File: src/ioac_pkg.sv
// Purpose: Constants for the indexed operand address calculator.
// Assumes: Specifier bytes arrive one per accepted cycle, lowest byte first.
// Notes: Size codes are the log2 of the operand size in bytes.
// Function
// [RULE1] Word operands use the index times two added to the evaluated base address.
// [RULE2] An autoincrement base takes the base register as base, then adds the scaled index.
// [RULE3] A longword operand spans the indexed byte and the three bytes after it.
// [RULE4] An autoincrement deferred base reads the longword at the register as base address.
// [RULE5] An autodecrement base lowers the register by the size first and keeps that value.
// [RULE6] An absolute base is the 32-bit address that follows in the stream.
// [RULE7] A displacement base is the register plus the sign-extended displacement.
// [RULE8] A quadword spans eight bytes and the index is scaled by eight.
// [RULE9] A displacement deferred base is the longword read at register plus displacement.
// [RULE10] A specifier with upper nibble four is index mode naming the index register.
// [RULE11] A base specifier with upper nibble eight is autoincrement mode.
// [RULE12] A base specifier with upper nibble seven is autodecrement mode.
// [RULE13] A base specifier with upper nibble six is register deferred mode.
// [RULE14] The index is scaled by one, two, four or eight bytes by operand size.
// [RULE15] Register, literal or index mode as base raises an illegal mode fault.
// [RULE16] The program counter as index register raises a reserved mode fault.
// [RULE17] All additions are 32-bit wraparound with the carry discarded.
package ioac_pkg;
   // ==========================================================
   // Specifier mode nibbles
   localparam logic [3:0] M_LIT_MAX = 4'h3;
   localparam logic [3:0] M_INDEX = 4'h4;
   localparam logic [3:0] M_REG = 4'h5;
   localparam logic [3:0] M_REGDEF = 4'h6;
   localparam logic [3:0] M_AUTODEC = 4'h7;
   localparam logic [3:0] M_AUTOINC = 4'h8;
   localparam logic [3:0] M_AINCDEF = 4'h9;
   localparam logic [3:0] M_BDISP = 4'ha;
   localparam logic [3:0] M_BDISPDEF = 4'hb;
   localparam logic [3:0] M_WDISP = 4'hc;
   localparam logic [3:0] M_WDISPDEF = 4'hd;
   localparam logic [3:0] M_LDISP = 4'he;
   localparam logic [3:0] M_LDISPDEF = 4'hf;
   localparam logic [3:0] PC_REG = 4'hf;
   // ==========================================================
   // Operand size codes and extension lengths
   localparam logic [1:0] SZ_BYTE = 2'h0;
   localparam logic [1:0] SZ_WORD = 2'h1;
   localparam logic [1:0] SZ_LONG = 2'h2;
   localparam logic [1:0] SZ_QUAD = 2'h3;
   localparam logic [2:0] EXT_B = 3'h1;
   localparam logic [2:0] EXT_W = 3'h2;
   localparam logic [2:0] EXT_L = 3'h4;
   localparam logic [31:0] PTR_BYTES = 32'h4;
   // ==========================================================
   // One-hot sequencer states
   typedef enum logic [5:0] {
      ST_IDLE = 6'h01,
      ST_BASE = 6'h02,
      ST_EXT = 6'h04,
      ST_REG = 6'h08,
      ST_MEM = 6'h10
   } ioac_state_e;
endpackage

File: src/ioac_calc.sv
// Purpose: Forms the operand address of an indexed operand specifier.
// Assumes: rf_rd_data follows rf_rd_idx combinationally in the same cycle.
// Notes: Non-index first bytes are consumed with no result.
`timescale 1ns/1ps
module ioac_calc
   import ioac_pkg::*;
(
   input wire logic sys_clk, // 100 MHz clock.
   input wire logic rst_n, // Synchronous reset, active low.
   input wire logic spec_valid, // Specifier byte offered.
   input wire logic [7:0] spec_byte, // Specifier or extension byte.
   input wire logic [1:0] op_size, // Size code, taken with index byte.
   output logic spec_ready, // Byte taken when valid and ready.
   output logic [3:0] rf_rd_idx, // Register file read select.
   input wire logic [31:0] rf_rd_data, // Register file read data.
   output logic rf_wr_en, // Base register update pulse.
   output logic [3:0] rf_wr_idx, // Updated base register.
   output logic [31:0] rf_wr_data, // New base register value.
   output logic mem_rd_req, // Longword read, held until answered.
   output logic [31:0] mem_addr, // Longword read address.
   input wire logic mem_rd_valid, // Read data valid pulse.
   input wire logic [31:0] mem_rd_data, // Longword read data.
   output logic addr_valid, // Indexed address ready pulse.
   output logic [31:0] addr_out, // Indexed operand address.
   output logic [3:0] addr_bytes, // Bytes the operand spans.
   output logic fault_illegal, // Illegal base mode pulse.
   output logic fault_reserved // Program counter as index pulse.
);
   // ==========================================================
   // State
   ioac_state_e state, next_state;
   logic [1:0] size, next_size;
   logic [3:0] mode, next_mode;
   logic [3:0] base_register, next_base_register;
   logic [31:0] idx, next_idx;
   logic [31:0] disp, next_disp;
   logic [2:0] ecnt, next_ecnt;
   logic [2:0] elen, next_elen;
   logic [31:0] base, next_base;
   logic next_spec_ready, next_rf_wr_en, next_mem_rd_req, next_addr_valid;
   logic next_fault_illegal, next_fault_reserved;
   logic [3:0] next_rf_rd_idx, next_rf_wr_idx, next_addr_bytes;
   logic [31:0] next_rf_wr_data, next_mem_addr, next_addr_out;
   logic take;
   logic [31:0] size_bytes, idx_off;

   // Size in bytes and scaled index; the shift drops bits above 31.
   assign take = spec_valid && spec_ready;
   assign size_bytes = 32'h1 << size; // see [RULE14]
   assign idx_off = idx << size; // see [RULE1] see [RULE8] see [RULE14]

   // Extension byte count for a base mode; absolute carries a longword.
   function automatic logic [2:0] ext_len(input logic [3:0] m, input logic [3:0] r);
      case (m)
         M_BDISP, M_BDISPDEF: ext_len = EXT_B;
         M_WDISP, M_WDISPDEF: ext_len = EXT_W;
         M_LDISP, M_LDISPDEF: ext_len = EXT_L;
         M_AINCDEF: ext_len = (r == PC_REG) ? EXT_L : 3'h0; // see [RULE6]
         default: ext_len = 3'h0;
      endcase
   endfunction

   // ==========================================================
   // Next-state logic for the whole sequence
   always_comb
   begin
      logic [31:0] acc;
      logic [31:0] nb;
      logic go_mem;
      acc = 32'h0;
      nb = base;
      go_mem = 1'b0;
      next_state = state;
      next_size = size;
      next_mode = mode;
      next_base_register = base_register;
      next_idx = idx;
      next_disp = disp;
      next_ecnt = ecnt;
      next_elen = elen;
      next_base = base;
      next_rf_rd_idx = rf_rd_idx;
      next_rf_wr_en = 1'b0;
      next_rf_wr_idx = rf_wr_idx;
      next_rf_wr_data = rf_wr_data;
      next_mem_rd_req = mem_rd_req;
      next_mem_addr = mem_addr;
      next_addr_valid = 1'b0;
      next_addr_out = addr_out;
      next_addr_bytes = addr_bytes;
      next_fault_illegal = 1'b0;
      next_fault_reserved = 1'b0;
      case (state)
         ST_IDLE:
         begin
            if (take && spec_byte[7:4] == M_INDEX) // see [RULE10]
            begin
               if (spec_byte[3:0] == PC_REG)
                  next_fault_reserved = 1'b1; // see [RULE16]
               else
               begin
                  next_size = op_size;
                  next_rf_rd_idx = spec_byte[3:0];
                  next_state = ST_BASE;
               end
            end
         end
         ST_BASE:
         begin
            if (take)
            begin
               // The index read has been steady since the index byte.
               next_idx = rf_rd_data;
               next_mode = spec_byte[7:4];
               next_base_register = spec_byte[3:0];
               next_rf_rd_idx = spec_byte[3:0];
               next_disp = 32'h0;
               next_ecnt = 3'h0;
               next_elen = ext_len(spec_byte[7:4], spec_byte[3:0]);
               if (spec_byte[7:4] <= M_REG) // see [RULE15]
               begin
                  next_fault_illegal = 1'b1;
                  next_state = ST_IDLE;
               end
               else if (next_elen != 3'h0)
                  next_state = ST_EXT;
               else
                  next_state = ST_REG;
            end
         end
         ST_EXT:
         begin
            if (take)
            begin
               // Extension bytes arrive lowest first.
               acc = disp | ({24'h0, spec_byte} << {ecnt, 3'b000});
               next_ecnt = ecnt + 3'h1;
               next_disp = acc;
               if (next_ecnt == elen)
               begin
                  // Sign extension makes short displacements reach backward.
                  if (elen == EXT_B)
                     next_disp = {{24{acc[7]}}, acc[7:0]}; // see [RULE7]
                  else if (elen == EXT_W)
                     next_disp = {{16{acc[15]}}, acc[15:0]}; // see [RULE7]
                  next_state = ST_REG;
               end
            end
         end
         ST_REG:
         begin
            // Base register value is on rf_rd_data in this cycle.
            next_rf_wr_idx = base_register;
            case (mode)
               M_REGDEF: nb = rf_rd_data; // see [RULE13]
               M_AUTODEC: // see [RULE12]
               begin
                  nb = rf_rd_data - size_bytes; // see [RULE5]
                  next_rf_wr_en = 1'b1;
                  next_rf_wr_data = nb;
               end
               M_AUTOINC: // see [RULE11]
               begin
                  nb = rf_rd_data; // see [RULE2]
                  next_rf_wr_en = 1'b1;
                  next_rf_wr_data = rf_rd_data + size_bytes; // see [RULE17]
               end
               M_AINCDEF:
               begin
                  if (base_register == PC_REG)
                     nb = disp; // see [RULE6]
                  else
                  begin
                     go_mem = 1'b1;
                     next_mem_addr = rf_rd_data; // see [RULE4]
                     next_rf_wr_en = 1'b1;
                     next_rf_wr_data = rf_rd_data + PTR_BYTES;
                  end
               end
               M_BDISP, M_WDISP, M_LDISP: nb = rf_rd_data + disp; // see [RULE7]
               default:
               begin
                  go_mem = 1'b1;
                  next_mem_addr = rf_rd_data + disp; // see [RULE9]
               end
            endcase
            if (go_mem)
            begin
               next_mem_rd_req = 1'b1;
               next_state = ST_MEM;
            end
         end
         ST_MEM:
         begin
            if (mem_rd_valid)
            begin
               nb = mem_rd_data; // see [RULE4] see [RULE9]
               next_mem_rd_req = 1'b0;
            end
         end
         default: next_state = ST_IDLE;
      endcase
      // Finish: base plus scaled index, 32-bit wraparound.
      if ((state == ST_REG && !go_mem) || (state == ST_MEM && mem_rd_valid))
      begin
         next_base = nb;
         next_addr_out = nb + idx_off; // see [RULE17] see [RULE2]
         next_addr_bytes = size_bytes[3:0]; // see [RULE3] see [RULE8]
         next_addr_valid = 1'b1;
         next_state = ST_IDLE;
      end
      // Ready is a flop, so it looks at the state being entered.
      next_spec_ready = (next_state == ST_IDLE) || (next_state == ST_BASE)
         || (next_state == ST_EXT);
   end

   // ==========================================================
   // Registers
   always_ff @(posedge sys_clk)
   begin
      if (!rst_n)
      begin
         state <= ST_IDLE;
         size <= SZ_BYTE;
         mode <= 4'h0;
         base_register <= 4'h0;
         idx <= 32'h0;
         disp <= 32'h0;
         ecnt <= 3'h0;
         elen <= 3'h0;
         base <= 32'h0;
         spec_ready <= 1'b1;
         rf_rd_idx <= 4'h0;
         rf_wr_en <= 1'b0;
         rf_wr_idx <= 4'h0;
         rf_wr_data <= 32'h0;
         mem_rd_req <= 1'b0;
         mem_addr <= 32'h0;
         addr_valid <= 1'b0;
         addr_out <= 32'h0;
         addr_bytes <= 4'h0;
         fault_illegal <= 1'b0;
         fault_reserved <= 1'b0;
      end
      else
      begin
         state <= next_state;
         size <= next_size;
         mode <= next_mode;
         base_register <= next_base_register;
         idx <= next_idx;
         disp <= next_disp;
         ecnt <= next_ecnt;
         elen <= next_elen;
         base <= next_base;
         spec_ready <= next_spec_ready;
         rf_rd_idx <= next_rf_rd_idx;
         rf_wr_en <= next_rf_wr_en;
         rf_wr_idx <= next_rf_wr_idx;
         rf_wr_data <= next_rf_wr_data;
         mem_rd_req <= next_mem_rd_req;
         mem_addr <= next_mem_addr;
         addr_valid <= next_addr_valid;
         addr_out <= next_addr_out;
         addr_bytes <= next_addr_bytes;
         fault_illegal <= next_fault_illegal;
         fault_reserved <= next_fault_reserved;
      end
   end
endmodule

File: config.mk
export PLATFORM = sky130hd
export DESIGN_NAME = ioac_calc
export DESIGN_NICKNAME = d
export VERILOG_FILES = /design/src/ioac_pkg.sv /design/src/ioac_calc.sv
export SDC_FILE = /design/constraint.sdc
export NUM_CORES = 1
export LEC_CHECK = 0
export ABC_CLOCK_PERIOD_IN_PS = 10200
export BUFFER_PORTS_ARGS = -buffer_cell sky130_fd_sc_hd__buf_4
export CORE_MARGIN = 2
export CORE_UTILIZATION = 45
export DETAILED_ROUTE_END_ITERATION = 10
export PLACE_DENSITY = 0.67
export REMOVE_ABC_BUFFERS = 1
export SYNTH_ARGS = -nofsm -noshare
export SYNTH_HDL_FRONTEND = slang
export SYNTH_SLANG_ARGS = --single-unit
File: constraint.sdc
create_clock -name sys_clk -period 10.2 [get_ports sys_clk]
set_clock_uncertainty 0.2 [all_clocks]
set_input_delay 1.53 -clock sys_clk [delete_from_list [all_inputs] [get_ports sys_clk]]
set_output_delay 1.53 -clock sys_clk [all_outputs]
set_load 0.05 [all_outputs]
==> flow_summary.yaml, run 1 <==
sta:
  fin_crit_sh_pct: 73.78
  setup_violations: 0
  finalHoldViolCount: 0
  rsz0062_at_grt: "no"
  finalMaxSlewViolations: 0
  max_freq_ghz: 0.1329
  worst_pin_slew_ps: 1018
  period_needed_ps: 7525
  tns_ps: 0
  max-slew-margin-rel_pct: 31.51
power_and_ir_drop:
  vdd_drop_max_mv: 0.1165
  power_mw: 2.024
  p_switching_mw: 0.5077
  power_switching_share_pct: 25.09
  powerDensity_nw_per_um2: 110.2
  leakage_nw: 7.178
  power_frac_clock_pct: 47.9
  p_seq_share_pct: 44.8
  pwr-share-comb_pct: 7.3
  p_int_mw: 1.516
final_layout:
  drive_gt1_share_pct: 14.92
  diodes: 0
  fin_nets: 2356
  final_util_pct: 53.05
  fin_area_um2: 18370
  stdcell_count: 2674
  syn2layout_area_growth_pct: 15.57
critical_path:
  cpPeakStageDelay_ps: 720
  r2r_start: "mode[1]$_SDFFE_PN0P_"
  rrSetupSlack_ps: 3060
  reg2regPathDepth: 24
  startpoint_type: "primary input"
  arrival_ps: 7750
  crit_slowest_cell: "a2111oi_1"
  crit_top_cell: "a21oi_1"
  worstSetupPathType: "in -> reg"
  cp_data_required_time_ps: 10430
  endpoint_kind: "flop"
  cp_max_fo: 7
  r2r-end: "addr_out[30]$_SDFFE_PN0N_"
die:
  die_y_um: 192.0
  core_area_um2: 34630
  rows: 68
  initial_utilization_pct: 45.91
  die_w_um: 192.0
  dieArea_um2: 36840
  pin_count: 192
clock_network:
  postCtsHoldBufs: 0
  cts_htree_levels: 1
  tritoncts: "yes"
  root_buffer: "clkbuf_16"
  clock-sinks: 232
  cts_buffer_depth: 3
  post-cts-setup-buffers: 0
  cts_resized: 0
  insertion_delay_ps: 560
  clk_pin_slew_ps: 60
  numCtsBuffers: 26
status:
  status: "completed"
run:
  maxCapViolCount: 0
synthesis:
  synth_top_area_share_pct: 29.22
  synth.most_common_cell: "nand2_1"
  synth_adder_area_share_pct: 6.328
  synth_cell_type_count: 89
  ys_ff_latch: 232
  synth_xor_area_share_pct: 5.455
  synthTopCellsByCount: "nand2_1, a21oi_1, dfxtp_1"
  postSynthAreaPerCell_um2: 7.570
  synthMuxAreaShare_pct: 5.329
  ys.flop_type: "dfxtp_1"
  synth_seq_area_share_pct: 29.22
  async_flop_share_pct: 0
  yosysTopAreaCell: "dfxtp_1"
  ys_top_cells_by_area: "dfxtp_1, nand2_1, a21oi_1, ha_1, nor2_1"
  synth_top_family_by_area: "compound AO/OA/AOI/OAI gates"
  ys_warn_count: 0
  netlist_area_um2: 15900
  netlist_instances: 2100
  synth_compound_area_share_pct: 25.24
  synth-edff-count: 0
  synth_simple_gate_area_share_pct: 23.09
routing:
  drc: 0
  drt-pass1-iter-count: 5
  final_antenna_net_count: 0
  routed_wl_um: 59140
  num_vias: 16500
  wire_per_inst_um: 22.12
  routed_via_density: 6.171
  drt-initial-drc-count: 1593
worst_hold_path:
  min_path_type: "reg -> reg"
  whs_path_depth: 2
  min_from: "addr_out[14]$_SDFFE_PN0N_"
  min_to: "addr_out[14]$_SDFFE_PN0N_"
global_route:
  grt.busiest_layer: "met2"
  grt_use_met2_pct: 51.24
  antenna_found_initial: 2
  gr-usage-all-layers_pct: 31.64
  grt_use_met1_pct: 42.78
  met3_usage_pct: 5.043
  grt_max_degree: 88
  gr-total-overflow: 0
  grt_pass1_wl_um: 89560
  grt_pass1_vias: 15310
placed_design:
  io_buffers: 191
  dp_hpwl_um: 41850
  dp_cells: 2627
  gp_congestion: 0.9417
  placed_cell_area_um2: 17500
## state kept, by name, summed over array words and instances (netlist names), 6 cells and up
name	count
mem_addr	32
rf_wr_data	32
addr_out	32
base	32
idx	32
state	6
disp	32
## power groups by stage
stage | clock, mW | combinational (mW) | sequential, mW
2_1_floorplan | 0 | 0.0621 | 0.929
3_3_place_gp | 0 | 0.143 | 0.928
3_5_place_dp | 0 | 0.144 | 0.928
4_1_cts | 0.979 | 0.145 | 0.907
5_1_grt | 1.02 | 0.157 | 0.907
6_report | 0.969 | 0.147 | 0.907
## cell usage in the layout, fill, tap and decap left out, types with 7 or more instances in the layout
master / netlist / routed
a211oi_1: 28 / 27
a21o_1: 34 / 34
a21oi_1: 238 / 238
a221o_1: 12 / 12
a221oi_1: 16 / 16
a222oi_1: 9 / 9
a22oi_1: 30 / 30
a311oi_1: 19 / 19
a31oi_1: 12 / 12
and2_1: 34 / 33
and3_1: 12 / 12
buf_4: 12 / 226
clkbuf_16: 0 / 27
clkbuf_8: 0 / 7
dfxtp_1: 232 / 231
ha_1: 74 / 74
inv_1: 38 / 37
mux2i_1: 25 / 25
mux4_2: 25 / 25
nand2_1: 363 / 362
nand2b_1: 8 / 8
nand3_1: 51 / 51
nand4_1: 21 / 21
nor2_1: 193 / 190
nor2b_1: 18 / 18
nor3_1: 36 / 35
nor4_1: 9 / 9
o211ai_1: 25 / 25
o21a_1: 7 / 7
o21ai_0: 117 / 117
o21bai_1: 17 / 17
o221ai_1: 9 / 9
o22ai_1: 12 / 12
o31ai_1: 9 / 9
or2_2: 7 / 7
or3_1: 18 / 18
xnor2_1: 63 / 63
xor2_1: 36 / 36
## critical path: cells and delay by family
kind	cells	cell delay, ps
AOI/OAI and AO/OA	18	4330
adders and majority gates	3	1010
and+or+nand+nor	2	530
xor gates and xnor gates	1	220
buffers and inverters	1	140
## per-layer routing
metal	part of all wire (%)	vias up
li1	-	7772
met1	42	7892
met2	46	721
met3	9.1	113
met4	3.1	2
met5	0.017	-
## per-stage QoR
step                      hold slack (ps)  worst slack [ps]
after floorplan                     235.7              2807
after global placement              240.4              2302
after detailed placement            245.1              2284
after CTS                           251.4              2823
after global routing                264.1              2158
final                               249.8              2675
## cells by family (layout without fill, tap and decap cells)
kind of cell    count (synthesis)  in the layout
compound gates                634            634
xor+xnor                       99             99
fa+ha+maj                      78             78
buf+inv                       192            311
flops                         232            232
mux                            53             53
other cells                     1              1
simple gates                  811            811
## how the worst max path moves through the flow
| stage | slack [ps] | startpoint | cells after the start | to |
|---|---|---|---|---|
| 3_5_place_dp | 2280 | rf_rd_data[0] | 25 | addr_out[31]$_SDFFE_PN0N_ |
| 3_3_place_gp | 2300 | rf_rd_data[0] | 25 | addr_out[31]$_SDFFE_PN0N_ |
| 5_1_grt | 2160 | rf_rd_data[0] | 25 | addr_out[31]$_SDFFE_PN0N_ |
| 4_1_cts | 2820 | rf_rd_data[0] | 25 | addr_out[31]$_SDFFE_PN0N_ |
| 6_report | 2670 | rf_rd_data[0] | 25 | addr_out[31]$_SDFFE_PN0N_ |
| 2_1_floorplan | 2810 | mode[1]$_SDFFE_PN0P_ | 21 | addr_out[26]$_SDFFE_PN0N_ |
## area by class of cell
type / count / area [µm²]
clock buffers: 38 / 787.0
clock inverters: 9 / 82.58
fillers: 3321 / 16260
inverters: 38 / 145.1
multi-input cells: 1676 / 10450
flip-flops and latches: 232 / 4646
well taps: 455 / 569.3
repair buffers: 226 / 1697
(Power assumes the default switching activity.)
==> run 2: changes to the inputs <==
Settings changed: ABC_AREA from default to 1, ABC_CLOCK_PERIOD_IN_PS 10200 to 6800, PLACE_DENSITY 0.67 to 0.69.
Clock period 10.2 ns to 6.8 ns, I/O delays scaled along.
==> flow_summary.yaml, run 2 <==
clock_network:
  cts_buffer_depth: 3
  clk_pin_slew_ps: 60
  cts_resized: 0
  clock-sinks: 232
  numCtsBuffers: 28
  postCtsHoldBufs: 0
  cts_htree_levels: 1
  root_buffer: "clkbuf_16"
  tritoncts: "yes"
  insertion_delay_ps: 600
  post-cts-setup-buffers: 0
die:
  die_y_um: 200.2
  die_w_um: 200.2
  initial_utilization_pct: 45.86
  dieArea_um2: 40060
  pin_count: 192
  core_area_um2: 37760
  rows: 71
synthesis:
  synth_seq_area_share_pct: 26.82
  ys_top_cells_by_area: "dfxtp_1, nand2_1, a21oi_1, inv_1, o21ai_0"
  synthTopCellsByCount: "nand2_1, inv_1, nor2_1"
  synth_cell_type_count: 66
  yosysTopAreaCell: "dfxtp_1"
  postSynthAreaPerCell_um2: 6.380
  async_flop_share_pct: 0
  netlist_instances: 2714
  synth_top_area_share_pct: 26.82
  synth-edff-count: 0
  ys.flop_type: "dfxtp_1"
  netlist_area_um2: 17310
  ys_ff_latch: 232
  synth.most_common_cell: "nand2_1"
  ys_warn_count: 0
routing:
  num_vias: 19800
  routed_wl_um: 77080
  routed_via_density: 5.892
  drc: 0
  wire_per_inst_um: 22.94
  final_antenna_net_count: 0
  drt-pass1-iter-count: 6
  drt-initial-drc-count: 2147
critical_path:
  r2r_start: "mode[3]$_SDFFE_PN0P_"
  crit_top_cell: "inv_1"
  cp_max_fo: 28
  endpoint_kind: "flop"
  arrival_ps: 6050
  crit_slowest_cell: "dfxtp_1"
  startpoint: "mode[3]$_SDFFE_PN0P_"
  crit_family: "simple AND/OR/NAND/NOR gates"
  startpoint_type: "flop"
  cpPeakStageDelay_ps: 420
  worstSetupPathType: "reg -> reg"
  rrSetupSlack_ps: 1040
  cp_data_required_time_ps: 7090
  crit_buf_inv: 8
power_and_ir_drop:
  powerDensity_nw_per_um2: 165.2
  power_mw: 3.294
  vdd_drop_max_mv: 0.2151
  leakage_nw: 9.140
placed_design:
  gp_congestion: 1.006
  io_buffers: 191
  dp_hpwl_um: 59500
final_layout:
  register_area_um2: 4644
  nFillCells: 3912
  diodes: 0
  drive_gt1_share_pct: 12.07
  final_common_cell: "nand2_1"
  fin_nets: 2984
  mostFrequentLayoutCells: "nand2_1, inv_1, a21oi_1, nor2_1, dfxtp_1"
  multi_input_area_um2: 10770
  syn2layout_area_growth_pct: 15.18
global_route:
  met3_usage_pct: 5.613
  gr-usage-all-layers_pct: 36.81
  grt_max_degree: 93
  grt.busiest_layer: "met2"
  grt_use_met1_pct: 50.36
  grt_use_met2_pct: 57.53
  antenna_found_initial: 2
  grt_pass1_wl_um: 114000
  gr-total-overflow: 0
  grt_pass1_vias: 18430
sta:
  tns_ps: 0
  setup_violations: 0
  rsz0062_at_grt: "no"
  finalHoldViolCount: 0
  max-slew-margin-rel_pct: 29.68
  worst_pin_slew_ps: 1053
  fin_crit_sh_pct: 84.72
  period_needed_ps: 5761
  finalMaxSlewViolations: 0
  max_freq_ghz: 0.1736
worst_hold_path:
  min_from: "mem_addr[2]$_SDFFE_PN0P_"
  min_path_type: "reg -> reg"
status:
  status: "completed"
run:
  maxCapViolCount: 0
-- run 2: cell types whose count changed after synthesis, sizes merged, moves of 25 or more --
cell,change
nand2,+210
o21ai,+144
buf,+30
mux4,-25
inv,+291
a21o,-32
a21oi,+49
nor2,+118
and2,-31
clkbuf,-49
nand3,+80
xnor2,-41
o211ai,+32
-- run 2: final timing paths --
check / to / cells after the start
hold reg to reg: mem_addr[2]$_SDFFE_PN0P_ / 2
hold / removal: mem_addr[2]$_SDFFE_PN0P_ / 2
setup / recovery: addr_out[24]$_SDFFE_PN0N_ / 29
setup reg to reg: addr_out[24]$_SDFFE_PN0N_ / 29
-- run 2: metrics by stage --
stage          area (µm²)  hold slack, ps  std cells  setup slack (ps)  utilization (%)
3_5_place_dp        18960           255.8       3309             966.2            50.21
5_1_grt             19940           283.9       3360             757.8            52.82
6_report            19940           263.8       3360              1039            52.82
4_1_cts             19940           265.2       3360              1145            52.82
2_1_floorplan       16670           253.6       2580              1642                -
3_3_place_gp        18960           254.0       3309              1078            50.21
-- run 2: layout make-up --
cell class                 count  area share [%]
tap                          511           3.206
clock buffer                  44           4.367
inverter                     337           6.362
clock inverter                 7          0.5835
sequential                   232           23.29
multi-input combinational   2011           53.99
timing repair buffer         218           8.206
-- run 2: layer usage --
layer,share of wire (%),vias up
met5,0.017,-
met4,4.6,2
met3,8.9,182
met2,44,1005
met1,43,9274
li1,-,9335
-- run 2: worst register-to-register path, delay by kind of cell (launching register included) --
kind | cells | cell delay (ps)
fa+ha+maj | 2 | 610
simple gates | 11 | 1710
flops | 1 | 420
compound gates | 8 | 1640
buf+inv | 8 | 1080
-- run 2: logic make-up after synthesis --
logic type	count (synthesis)	synth area share [%]
other	1	0.02166
AO/OA/AOI/OAI	751	25.06
XOR/XNOR	73	3.736
AND/OR/NAND/NOR	1107	27.44
buffers and inverters	471	11.05
flip-flops	232	26.82
multiplexers	1	0.05781
adder cells (fa/ha/maj)	78	5.810
-- run 2: power by group --
group | switching, mW | leakage, nW | total (mW) | internal [mW]
Clock | 0.658 | 0.482 | 1.61 | 0.954
Combinational | 0.230 | 6.79 | 0.315 | 0.0849
Sequential | 0.00238 | 1.87 | 1.37 | 1.36
==> run 3: changes to the inputs <==
Settings changed: ABC_AREA 1 to 0, ABC_CLOCK_PERIOD_IN_PS 6800 to 4900, PLACE_DENSITY 0.69 to 0.7.
Clock period 6.8 ns to 4.9 ns, I/O delays scaled along.
==> flow_summary.yaml, run 3 (same netlist as run 1, synthesis figures left out) <==
placed_design:
  io_buffers: 191
  dp_hpwl_um: 51200
  placed_cell_area_um2: 20470
  pre_cts_ws_ps: -1587
  gp_congestion: 0.9881
routing:
  routed_via_density: 6.040
  met2_length_um: 31440
  routed_wl_um: 70440
  num_vias: 18620
  drt-initial-drc-count: 1867
  dr_wl_met3_um: 6743
  wl_met1_um: 28400
  final_antenna_net_count: 0
  top_layer_used: "met4"
  wire_per_inst_um: 22.85
  drc: 0
  drt-pass1-iter-count: 9
die:
  rows: 68
  dieArea_um2: 36840
  core_area_um2: 34630
  die_y_um: 192.0
  pin_count: 192
  initial_utilization_pct: 45.91
  die_w_um: 192.0
sta:
  max_freq_ghz: 0.1808
  timing.hold.ws_ps: 214.1
  period_needed_ps: 5532
  rsz0062_at_grt: "yes"
  final.setup.worst_slack_ps: -631.6
  finalHoldViolCount: 0
  fin_crit_sh_pct: 112.9
  worst_pin_slew_ps: 1092
  setup_violations: 11
  max-slew-margin-rel_pct: 27.17
  finalMaxSlewViolations: 0
critical_path:
  cp_data_required_time_ps: 5190
  r2r_start: "disp[0]$_SDFFE_PN0P_"
  r2r-end: "addr_out[31]$_SDFFE_PN0N_"
  cp_max_fo: 4
  arrival_ps: 5820
  rrSetupSlack_ps: -630
  startpoint: "disp[0]$_SDFFE_PN0P_"
  reg2regPathDepth: 26
  startpoint_type: "flop"
  worstSetupPathType: "reg -> reg"
  endpoint_kind: "flop"
power_and_ir_drop:
  power_switching_share_pct: 24.86
  p_seq_share_pct: 41.2
  power_frac_clock_pct: 49.7
  leakage_nw: 9.370
  p_int_mw: 3.442
  powerDensity_nw_per_um2: 205.6
  p_switching_mw: 1.139
  vdd_drop_max_mv: 0.2697
  pwr-share-comb_pct: 9.1
clock_network:
  postCtsHoldBufs: 0
  numCtsBuffers: 28
  root_buffer: "clkbuf_16"
  cts_htree_levels: 1
  clk_pin_slew_ps: 60
  tritoncts: "yes"
  cts_buffer_depth: 3
  clock-sinks: 232
  insertion_delay_ps: 580
final_layout:
  final_util_pct: 64.35
  fin_area_um2: 22280
  diodes: 0
  nFillCells: 3043
  drive_gt1_share_pct: 31.81
  syn2layout_area_growth_pct: 40.17
  final_common_cell: "buf_4"
  fin_nets: 2764
  mostFrequentLayoutCells: "buf_4, nand2_1, dfxtp_1, a21oi_1, nor2_1"
run:
  maxCapViolCount: 0
worst_hold_path:
  min_from: "op_size[0]"
  min_to: "size[0]$_SDFFE_PN0P_"
  min_path_type: "in -> reg"
  whs_path_depth: 3
global_route:
  gr-usage-all-layers_pct: 37.14
  antenna_found_initial: 0
  grt_max_degree: 92
  grt_pass1_vias: 17910
  gr-total-overflow: 0
  grt_pass1_wl_um: 103800
status:
  status: "finished with violations"
  violations: "setup timing"
==> run 3: cell count changes in the layout (fill, tap and decap cells not counted), sizes merged, moves of 21 or more <==
cell    delta
a21oi     -49
buf      +414
mux2i     +24
and2      +31
inv      -292
a211oi    +21
nand2    -210
nor2     -118
o21ai    -144
a21o      +32
xnor2     +41
nand3     -80
o211ai    -32
mux4      +25
==> run 3: worst max-delay path, stage by stage, from the launching register on <==
cell	delay (ps)
dfxtp_4	360
ha_4	160
fa_2	350
a21o_1	180
a21oi_2	120
buf_4	140
o21bai_4	80
a21oi_4	190
o21ai_4	100
a2111oi_4	380
buf_4	210
nor4_2	60
o31ai_2	300
nand2_1	110
a22oi_2	200
nand2_2	110
ha_4	290
nand4_1	180
or3_4	440
a21oi_4	160
o21ai_2	80
buf_6	120
a21oi_4	160
and4_1	220
nor3_2	50
a2111o_1	390
o211ai_1	80
==> run 3: worst max path at each step <==
stage,endpoint,slack [ps]
global placement,addr_out[31]$_SDFFE_PN0N_,-1590
global route,addr_out[27]$_SDFFE_PN0N_,-920
detailed placement,addr_out[31]$_SDFFE_PN0N_,-1590
CTS,addr_out[31]$_SDFFE_PN0N_,-560
floorplan,addr_out[26]$_SDFFE_PN0N_,-2490
finish,addr_out[31]$_SDFFE_PN0N_,-630
==> run 3: power groups by stage <==
stage / logic, mW / registers [mW] / clock network [mW]
after global placement: 0.391 / 1.93 / 0
after global routing: 0.441 / 1.89 / 2.36
after floorplan: 0.129 / 1.93 / 0
final: 0.418 / 1.89 / 2.27
after detailed placement: 0.392 / 1.93 / 0
after CTS: 0.398 / 1.89 / 2.28
==> run 3: final cells by class <==
type	count	area (µm²)	area share, %
timing repair buffer	632	4858	21.80
tap	455	569.3	2.555
multi-input combinational	1676	11060	49.63
inverter	38	145.1	0.6514
clock buffer	41	870.8	3.908
sequential	232	4657	20.90
clock inverter	9	123.9	0.5559
==> run 3: timing repair <==
item / 4_1_cts / 5_1_grt
gates resized for setup: 85 / 80
pin swaps: 56 / 75
endpoints found under the setup margin: 19 / 20
buffers inserted: 13 / 14
==> run 3: per-layer routing <==
| layer | vias to the layer above | global-route usage (%) |
|---|---|---|
| met5 | - | 0 |
| met4 | 0 | 19.17 |
| met3 | 233 | 6.760 |
| met2 | 1042 | 59.12 |
| met1 | 8775 | 47.98 |
| li1 | 8572 | - |
==> run 3: through the flow <==
stage	total power, mW	std cells	TNS, ps
floorplan	2.063	1946	-64240
global placement	2.322	3011	-19260
detailed placement	2.324	3011	-19820
CTS	4.567	3073	-2904
global route	4.690	3083	-7202
finish	4.581	3083	-4002
